## src/hdl/mpt_consts.svh

```systemverilog
// Purpose: constants for the match based pulse timer
// Assumes: one 100 MHz clock, synchronous active low reset
// Notes: rule summary below
// How it works
// 32-bit counter steps once per terminal count of a 32-bit prescaler.
// timer mode counts clock; counter mode counts selected capture input edges.
// seven match registers give up to six single or three double edge outputs.
// each match may continue, stop or reset, and may raise an interrupt.
// match zero sets the period by resetting the counter, shared by all outputs.
// single edge outputs rise at cycle start unless constant low; a match drops them.
// one extra match per single edge output, two per double edge output.
// double edge output rises at one match, falls at another, either order.
// software releases new match values; in pulse mode they apply only at cycle start, in timer mode at once.
// with pulse mode off, pulse outputs stay low and the block is a plain timer.
// two units run in step; master enable drives slave enable.
// four external match outputs go low, high, toggle or hold on match.
// capture input edge latches the count and may raise an interrupt.
// any count value is accepted for period and width.
// match is counter equal to register; reset returns to zero next step.
`ifndef MPT_CONSTS_SVH
`define MPT_CONSTS_SVH
`define MPT_NUM_MATCH 7
`define MPT_NUM_CAP 4
`define MPT_NUM_EXT 4
`define MPT_NUM_PWM 6
`define MPT_CNT_RESET 32'h0000_0000
`define MPT_ACT_RESET_BIT 1
`define MPT_ACT_STOP_BIT 2
`define MPT_ACT_IRQ_BIT 0
`endif

```

## src/hdl/mpt_pkg.sv

```systemverilog
// Purpose: types for the match based pulse timer
// Assumes: nothing
// Notes: external match action encoding
package mpt_pkg;
	typedef enum logic [1:0]
	{
		MPT_EXT_HOLD = 2'h0,
		MPT_EXT_LOW = 2'h1,
		MPT_EXT_HIGH = 2'h2,
		MPT_EXT_TOGGLE = 2'h3
	} mpt_ext_type;
endpackage

```

## src/hdl/mpt_edge_sync.sv

```systemverilog
// Purpose: two flop synchroniser with edge detect for one pin
// Assumes: pin is asynchronous to clk
// Notes: first flop read only by second
`timescale 1ns/1ps
module mpt_edge_sync
(
	// clock and reset
	input wire logic clk,
	input wire logic rst_b,
	// pin and selection
	input wire logic pin,
	input wire logic [1:0] edge_sel,
	// result
	output logic level,
	output logic hit
);
	logic s1_q;
	logic s2_q;
	logic s3_q;
	always_ff @(posedge clk)
	begin
		if (!rst_b)
		begin
			s1_q <= 1'h0;
			s2_q <= 1'h0;
			s3_q <= 1'h0;
		end
		else
		begin
			s1_q <= pin;
			s2_q <= s1_q;
			s3_q <= s2_q;
		end
	end
	assign level = s2_q;
	// bit0 rising, bit1 falling
	assign hit = (edge_sel[0] & s2_q & ~s3_q) | (edge_sel[1] & ~s2_q & s3_q);
endmodule

```

## src/hdl/mpt_timer.sv

```systemverilog
// Purpose: seven match pulse timer with capture and external match outputs
// Assumes: software keeps match values stable until release is seen
// Notes: match zero is the period register in pulse mode
`timescale 1ns/1ps
`include "mpt_consts.svh"
module mpt_timer
(
	// clock and reset
	input wire logic clk,
	input wire logic rst_b,
	// control
	input wire logic enable,
	input wire logic counter_mode,
	input wire logic [1:0] count_cap_sel,
	input wire logic [1:0] count_edge,
	input wire logic pwm_enable,
	input wire logic [5:0] double_edge,
	input wire logic [5:0] const_low,
	input wire logic slave_mode,
	input wire logic sync_enable_in,
	input wire logic [31:0] prescale,
	// match values and per match actions
	input wire logic [`MPT_NUM_MATCH*32-1:0] match_val,
	input wire logic [`MPT_NUM_MATCH*3-1:0] match_act,
	input wire logic [`MPT_NUM_MATCH-1:0] match_release,
	input wire logic [`MPT_NUM_EXT*2-1:0] ext_act,
	// capture
	input wire logic [`MPT_NUM_CAP-1:0] cap_pin,
	input wire logic [`MPT_NUM_CAP*2-1:0] cap_edge,
	input wire logic [`MPT_NUM_CAP-1:0] cap_irq_en,
	// status
	output logic [31:0] count,
	output logic [31:0] prescale_count,
	output logic [`MPT_NUM_CAP*32-1:0] capture_val,
	output logic [`MPT_NUM_MATCH-1:0] match_irq,
	output logic [`MPT_NUM_CAP-1:0] capture_irq,
	output logic [`MPT_NUM_MATCH-1:0] release_pending,
	output logic sync_enable_out,
	// pins
	output logic [`MPT_NUM_PWM-1:0] pwm_out,
	output logic [`MPT_NUM_EXT-1:0] ext_match
);
	import mpt_pkg::*;
	logic [31:0] cnt_q;
	logic [31:0] pre_q;
	logic [31:0] act_q [0:`MPT_NUM_MATCH-1];
	logic [31:0] shadow_q [0:`MPT_NUM_MATCH-1];
	logic [`MPT_NUM_MATCH-1:0] rel_q;
	logic [`MPT_NUM_MATCH-1:0] hit;
	logic [`MPT_NUM_CAP-1:0] cap_lvl;
	logic [`MPT_NUM_CAP-1:0] cap_hit;
	logic run;
	logic src_tick;
	logic step;
	logic do_reset;
	logic do_stop;
	logic stopped_q;
	logic cycle_start;
	logic [`MPT_NUM_PWM-1:0] pwm_q;
	logic [`MPT_NUM_PWM-1:0] rise_hit;
	logic [`MPT_NUM_EXT-1:0] ext_q;
	logic [`MPT_NUM_MATCH-1:0] mirq_q;
	logic [`MPT_NUM_CAP-1:0] cirq_q;
	logic [`MPT_NUM_CAP*32-1:0] capv_q;

	// ***************************************************
	// input synchronisers
	// ***************************************************
	genvar g;
	generate
		for (g = 0; g < `MPT_NUM_CAP; g = g + 1)
		begin : gen_cap
			mpt_edge_sync u_sync
			(
				.clk(clk),
				.rst_b(rst_b),
				.pin(cap_pin[g]),
				.edge_sel(cap_edge[g*2 +: 2]),
				.level(cap_lvl[g]),
				.hit(cap_hit[g])
			);
		end
	endgenerate

	// ***************************************************
	// prescaler and counter
	// ***************************************************
	// slave follows master enable so both start on the same edge
	assign run = (slave_mode ? sync_enable_in : enable) & ~stopped_q;
	assign sync_enable_out = enable;
	logic cnt_edge;
	logic cnt_lvl_q;
	always_ff @(posedge clk)
	begin
		if (!rst_b)
			cnt_lvl_q <= 1'h0;
		else
			cnt_lvl_q <= cap_lvl[count_cap_sel];
	end
	always_comb
	begin
		cnt_edge = (count_edge[0] & cap_lvl[count_cap_sel] & ~cnt_lvl_q)
			| (count_edge[1] & ~cap_lvl[count_cap_sel] & cnt_lvl_q);
	end
	assign src_tick = counter_mode ? cnt_edge : 1'h1;
	assign step = run & src_tick & (pre_q == prescale);
	always_ff @(posedge clk)
	begin
		if (!rst_b)
			pre_q <= `MPT_CNT_RESET;
		else if (run & src_tick)
			pre_q <= (pre_q == prescale) ? 32'h0 : pre_q + 32'h1;
	end

	// match detect: equality with the active value
	always_comb
	begin
		for (int i = 0; i < `MPT_NUM_MATCH; i++)
			hit[i] = (cnt_q == act_q[i]);
	end
	always_comb
	begin
		do_reset = 1'h0;
		do_stop = 1'h0;
		for (int i = 0; i < `MPT_NUM_MATCH; i++)
		begin
			do_reset = do_reset | (hit[i] & match_act[i*3+`MPT_ACT_RESET_BIT]);
			do_stop = do_stop | (hit[i] & match_act[i*3+`MPT_ACT_STOP_BIT]);
		end
		// period match always resets in pulse mode
		do_reset = do_reset | (pwm_enable & hit[0]);
	end
	assign cycle_start = step & do_reset;
	always_ff @(posedge clk)
	begin
		if (!rst_b)
			cnt_q <= `MPT_CNT_RESET;
		else if (step)
			cnt_q <= do_reset ? 32'h0 : cnt_q + 32'h1;
	end
	always_ff @(posedge clk)
	begin
		if (!rst_b)
			stopped_q <= 1'h0;
		else if (!(slave_mode ? sync_enable_in : enable))
			stopped_q <= 1'h0;
		else if (step & do_stop)
			stopped_q <= 1'h1;
	end

	// ***************************************************
	// match shadow and release
	// ***************************************************
	always_ff @(posedge clk)
	begin
		if (!rst_b)
		begin
			for (int i = 0; i < `MPT_NUM_MATCH; i++)
			begin
				act_q[i] <= 32'hFFFF_FFFF;
				shadow_q[i] <= 32'hFFFF_FFFF;
			end
			rel_q <= '0;
		end
		else
		begin
			for (int i = 0; i < `MPT_NUM_MATCH; i++)
			begin
				if (match_release[i])
				begin
					shadow_q[i] <= match_val[i*32 +: 32];
					rel_q[i] <= 1'h1;
				end
				// timer mode takes values at once; pulse mode at cycle start
				if ((rel_q[i] & (!pwm_enable | cycle_start)) & !match_release[i])
				begin
					act_q[i] <= shadow_q[i];
					rel_q[i] <= 1'h0;
				end
			end
		end
	end
	assign release_pending = rel_q;

	// ***************************************************
	// pulse outputs
	// ***************************************************
	// rise_hit[n] is match n-1; bit 0 has no rising match
	assign rise_hit = {hit[`MPT_NUM_PWM-2:0], 1'h0};
	always_ff @(posedge clk)
	begin
		if (!rst_b)
			pwm_q <= '0;
		else if (!pwm_enable)
			pwm_q <= '0;
		else if (step)
		begin
			for (int n = 0; n < `MPT_NUM_PWM; n++)
			begin
				if (double_edge[n] && n > 0)
				begin
					// rise on match n-1, fall on match n
					if (hit[n])
						pwm_q[n] <= 1'h0;
					else if (rise_hit[n])
						pwm_q[n] <= 1'h1;
				end
				else if (hit[n+1])
					pwm_q[n] <= 1'h0;
				else if (do_reset)
					pwm_q[n] <= ~const_low[n];
			end
		end
	end
	assign pwm_out = pwm_q;

	// ***************************************************
	// external match outputs and flags
	// ***************************************************
	always_ff @(posedge clk)
	begin
		if (!rst_b)
			ext_q <= '0;
		else if (step)
		begin
			for (int e = 0; e < `MPT_NUM_EXT; e++)
				if (hit[e])
					case (mpt_ext_type'(ext_act[e*2 +: 2]))
						MPT_EXT_LOW: ext_q[e] <= 1'h0;
						MPT_EXT_HIGH: ext_q[e] <= 1'h1;
						MPT_EXT_TOGGLE: ext_q[e] <= ~ext_q[e];
						default: ext_q[e] <= ext_q[e];
					endcase
		end
	end
	assign ext_match = ext_q;
	always_ff @(posedge clk)
	begin
		if (!rst_b)
		begin
			mirq_q <= '0;
			cirq_q <= '0;
			capv_q <= '0;
		end
		else
		begin
			for (int i = 0; i < `MPT_NUM_MATCH; i++)
				mirq_q[i] <= step & hit[i]
					& match_act[i*3+`MPT_ACT_IRQ_BIT];
			for (int c = 0; c < `MPT_NUM_CAP; c++)
			begin
				cirq_q[c] <= cap_hit[c] & cap_irq_en[c];
				if (cap_hit[c])
					capv_q[c*32 +: 32] <= cnt_q;
			end
		end
	end
	assign match_irq = mirq_q;
	assign capture_irq = cirq_q;
	assign capture_val = capv_q;
	assign count = cnt_q;
	assign prescale_count = pre_q;
endmodule

```

## config.mk

```make
export PLATFORM = sky130hd
export DESIGN_NAME = mpt_timer
export DESIGN_NICKNAME = d
export VERILOG_FILES = /design/src/hdl/mpt_pkg.sv /design/src/hdl/mpt_edge_sync.sv /design/src/hdl/mpt_timer.sv
export VERILOG_INCLUDE_DIRS = /design/src /design/src/hdl
export SDC_FILE = /design/constraint.sdc
export NUM_CORES = 1
export LEC_CHECK = 0
export ABC_AREA = 1
export ABC_CLOCK_PERIOD_IN_PS = 3400
export BUFFER_PORTS_ARGS = -buffer_cell sky130_fd_sc_hd__buf_2
export CAP_MARGIN = 20
export CORE_UTILIZATION = 50
export CTS_BUF_LIST = sky130_fd_sc_hd__clkbuf_8
export CTS_CLUSTER_SIZE = 30
export DETAILED_ROUTE_END_ITERATION = 10
export GPL_ROUTABILITY_DRIVEN = 0
export PLACE_DENSITY_LB_ADDON = 0.05
export SLEW_MARGIN = 20
export SYNTH_ARGS = -nofsm -noshare
export SYNTH_HDL_FRONTEND = slang
export SYNTH_SLANG_ARGS = --single-unit
```

## constraint.sdc

```tcl
create_clock -name clk -period 3.4 [get_ports clk]
set_input_delay 0.68 -clock clk [delete_from_list [all_inputs] [get_ports clk]]
set_output_delay 0.68 -clock clk [all_outputs]
set_load 0.05 [all_outputs]
```

==> flow_summary_export.csv <==
group,metric,value,unit
setup_path,criticalPathCategory,"flip-flop to flip-flop",
logic_synthesis,synth.most_common_cell,"nand2_1",
die,die_y,248,um
setup_path,setup.worst_path.end_class,"flip-flop",
setup_path,cp_max_fo,32,
logic_synthesis,netlist.area_leader.share,44.5,%
grt,grt_max_degree,86,
detailed_routing,firstDrtPassIters,6,
timing,fin_skew,0.0289,ns
logic_synthesis,yosys-top-cells-count,"615 x nand2_1, 448 x edfxtp_1, 370 x inv_1",
detailed_routing,met3_length,7.79,mm
detailed_routing,postRouteAntennaNets,0,
logic_synthesis,synth_nets,3404,
worst_hold_path,min_path_type,"input pin to flip-flop",
cts,cts_tree,"built",
cts,clkSlewWorstSetupHoldPaths,0.07,ns
logic_synthesis,synth-main-ff-cell,"edfxtp_1",
timing,final.setup.tns,0,ns
layout,fill_cells,5164,
die,row_count,89,
logic_synthesis,yosys-top-cells-area,"edfxtp_1 44%, dfxtp_1 15%, nand2_1 7.6%, xnor2_1 5.5%, or2_2 5.4%",
placement,port_buffers,550,
detailed_routing,drt-initial-drc-count,1707,
die,num_io_pins,552,
logic_synthesis,synth_fa_ha_area_share,0.0827,%
logic_synthesis,yosys.area_share.xor_xnor,5.85,%
timing,finalCritPeriodShare,94.1,%
layout,drive_gt1_share,31.4,%
timing,setup_viol,0,
logic_synthesis,synthArstFlopShare,0,%
cts,ctsLongestPathBuffers,3,
pwr,p_leak,0.0155,uW
detailed_routing,dr_wl_met2,44.2,mm
logic_synthesis,yosys.area_share.simple,20.7,%
cts,h-tree-depth,3,
logic_synthesis,ys_seq_area_share,60.0,%
detailed_routing,top_layer,"met5",
detailed_routing,wl,93.5,mm
grt,grt_overflow_total,0,
pwr,pwr_density_cell,488,mW/mm2
die,die-area,0.0615,mm2
detailed_routing,detail_route.wirelength.met1,38.2,mm
detailed_routing,drc_errors,0,
cts,clk_latency,0.74,ns
grt,antenna_found_initial,13,
logic_synthesis,synth_edf_count,448,
grt,grt_pass1_vias,21681,
timing,slew_headroom,26.3,%
grt,grt.total_usage,29.8,%
detailed_routing,wire_per_inst,20.4,um
setup_path,arrival,3.56,ns
job,max_cap_viol_count,0,
die,die_x,248,um
cts,cts_root_buf,"clkbuf_8",
logic_synthesis,yosysUniqueCellTypes,45,
logic_synthesis,ys_warn_count,0,
timing,hold_violations,0,
detailed_routing,num_vias,23146,
timing,min_period,3.20,ns
logic_synthesis,ys_ff_latch,682,
layout,synthToLayoutAreaGrowth,19.9,%
die,start_util,51.0,%
cts,cts_buffers,112,
logic_synthesis,synth_top_family_by_area,"simple AND/OR/NAND/NOR gates",
timing,worst_slew_pin_slew,1.10,ns
setup_path,crit_path_start_kind,"flip-flop",
timing,rsz0062_at_grt,"false",
pwr,ir_drop,0.000307,V
layout,final_nets,4039,
detailed_routing,viasPerCell,5.05,
logic_synthesis,yosysTopAreaCell,"edfxtp_1",
placement,place_hpwl,69.8,mm
logic_synthesis,synth_compound_area_share,5.52,%
cts,cts_sinks,682,
logic_synthesis,syn_avg_cell_area,9.85,um2
die,coreArea,0.0594,mm2
run_status,outcome,"complete, no violations",
pwr,p_total,17700,uW
grt,grt_first_pass_wirelength,133,mm
logic_synthesis,netlist_area,0.0303,mm2
setup_path,critical_path_required,3.76,ns
timing,fmax,313,MHz
timing,drv_slew,0,
logic_synthesis,muxShareOfSynthArea,0.0331,%
logic_synthesis,syn_inst,3071,
==> worst max-delay path: stages (launching register included) <==
cell and delay [ns]:
dfxtp_1 0.60, buf_12 0.21, xnor2_1 0.12, nand2_1 0.07
nor2_1 0.10, nand2_1 0.06, nor2_1 0.20, nand3_1 0.17
nand2_1 0.19, nor2_4 0.10, nand2_4 0.09, nand2_4 0.09
nand2_8 0.20, nand2_1 0.09, nand2_1 0.09, buf_4 0.41
==> through the flow <==
stage,hold slack (ns),utilization [%],setup WS [ns],area [um2],std cells
6_report,0.144,61.1,0.201,36300,4586
5_1_grt,0.127,61.1,0.0522,36300,4584
4_1_cts,0.0987,61.1,0.110,36200,4575
3_5_place_dp,0.407,57.4,0.148,34000,4365
3_3_place_gp,0.401,57.4,0.209,34000,4365
2_1_floorplan,0.390,-,0.287,30300,3071
==> cells in the final DEF, fill, tap and decap left out, types with 3 or more instances in the layout <==
cell and count:
clkinv_1 18, xnor2_1 190, or2_1 4, dfxtp_1 233
nand2_4 7, nor3b_1 12, a21oi_1 158, clkinv_2 19
clkbuf_8 128, o21ai_0 164, nand4_1 27, nand2_1 611
or2_2 263, and2_1 3, nand2_2 77, nor4_1 6
nor2_4 6, buf_12 11, buf_4 100, nor2_2 3
bufinv_16 3, buf_2 549, inv_2 15, edfxtp_1 448
nor2_1 210, nand3_1 54, nand3b_1 7, nor3_1 29
inv_1 410, diode_2 11, clkinvlp_4 3, xor2_1 12
nor2_8 3
==> what timing repair did <==
| action | 4_1_cts | 5_1_grt |
|---|---|---|
| setup endpoints to repair | 0 | 124 |
| hold buffers | 0 | 0 |
| buffers inserted | 0 | 0 |
| resized for setup | 0 | 1 |
==> sequential cells by signal (all words and copies together), names as in the netlist <==
signal	flops
capture_val	128
pwm_out	6
cnt_lvl_q	1
stopped_q	1
gen_cap.u_sync.s1_q	4
release_pending	7
gen_cap.u_sync.s3_q	4
act_q	224
gen_cap.u_sync.level	4
shadow_q	224
prescale_count	32
ext_match	4
match_irq	7
count	32
capture_irq	4
==> cell type report <==
cell class / instances / area [um2] / share of cell area, %
sequential: 682 / 18100 / 50.0
multi-input combinational: 1860 / 9760 / 26.9
timing repair buffer: 660 / 3720 / 10.3
clock buffer: 128 / 1760 / 4.86
inverter: 390 / 1470 / 4.06
tap: 773 / 967 / 2.67
clock inverter: 82 / 435 / 1.20
antenna: 11 / 27.5 / 0.0759
==> power breakdown <==
group | leakage, uW | switching [uW] | internal [uW]
Sequential | 0.00565 | 143 | 9210
Combinational | 0.00852 | 900 | 434
Clock | 0.00128 | 3340 | 3670
==> logic make-up after synthesis <==
| logic type | after synthesis |
|---|---|
| XOR/XNOR | 202 |
| adder cells (fa/ha/maj) | 2 |
| multiplexers | 1 |
| flip-flops | 682 |
| AND/OR/NAND/NOR | 1325 |
| AO/OA/AOI/OAI | 330 |
| buffers and inverters | 529 |
==> metal layers <==
metal | vias up | track usage, %
met5 | - | 0
met4 | 6 | 11.5
met3 | 179 | 7.31
met2 | 945 | 49.0
met1 | 10929 | 37.7
li1 | 11087 | -
==> worst paths after layout <==
kind	slack (ns)	depth (start not counted)	to	startpoint
hold / removal	0.14	3	gen_cap[1].u_sync.s1_q	cap_pin[1]
setup / recovery	0.20	15	act_q[6][13]	count[11]
setup reg to reg	0.20	15	act_q[6][13]	count[11]
hold reg to reg	0.42	2	gen_cap[2].u_sync.level	gen_cap[2].u_sync.s1_q
No activity file was read; power rests on OpenSTA's default activity.
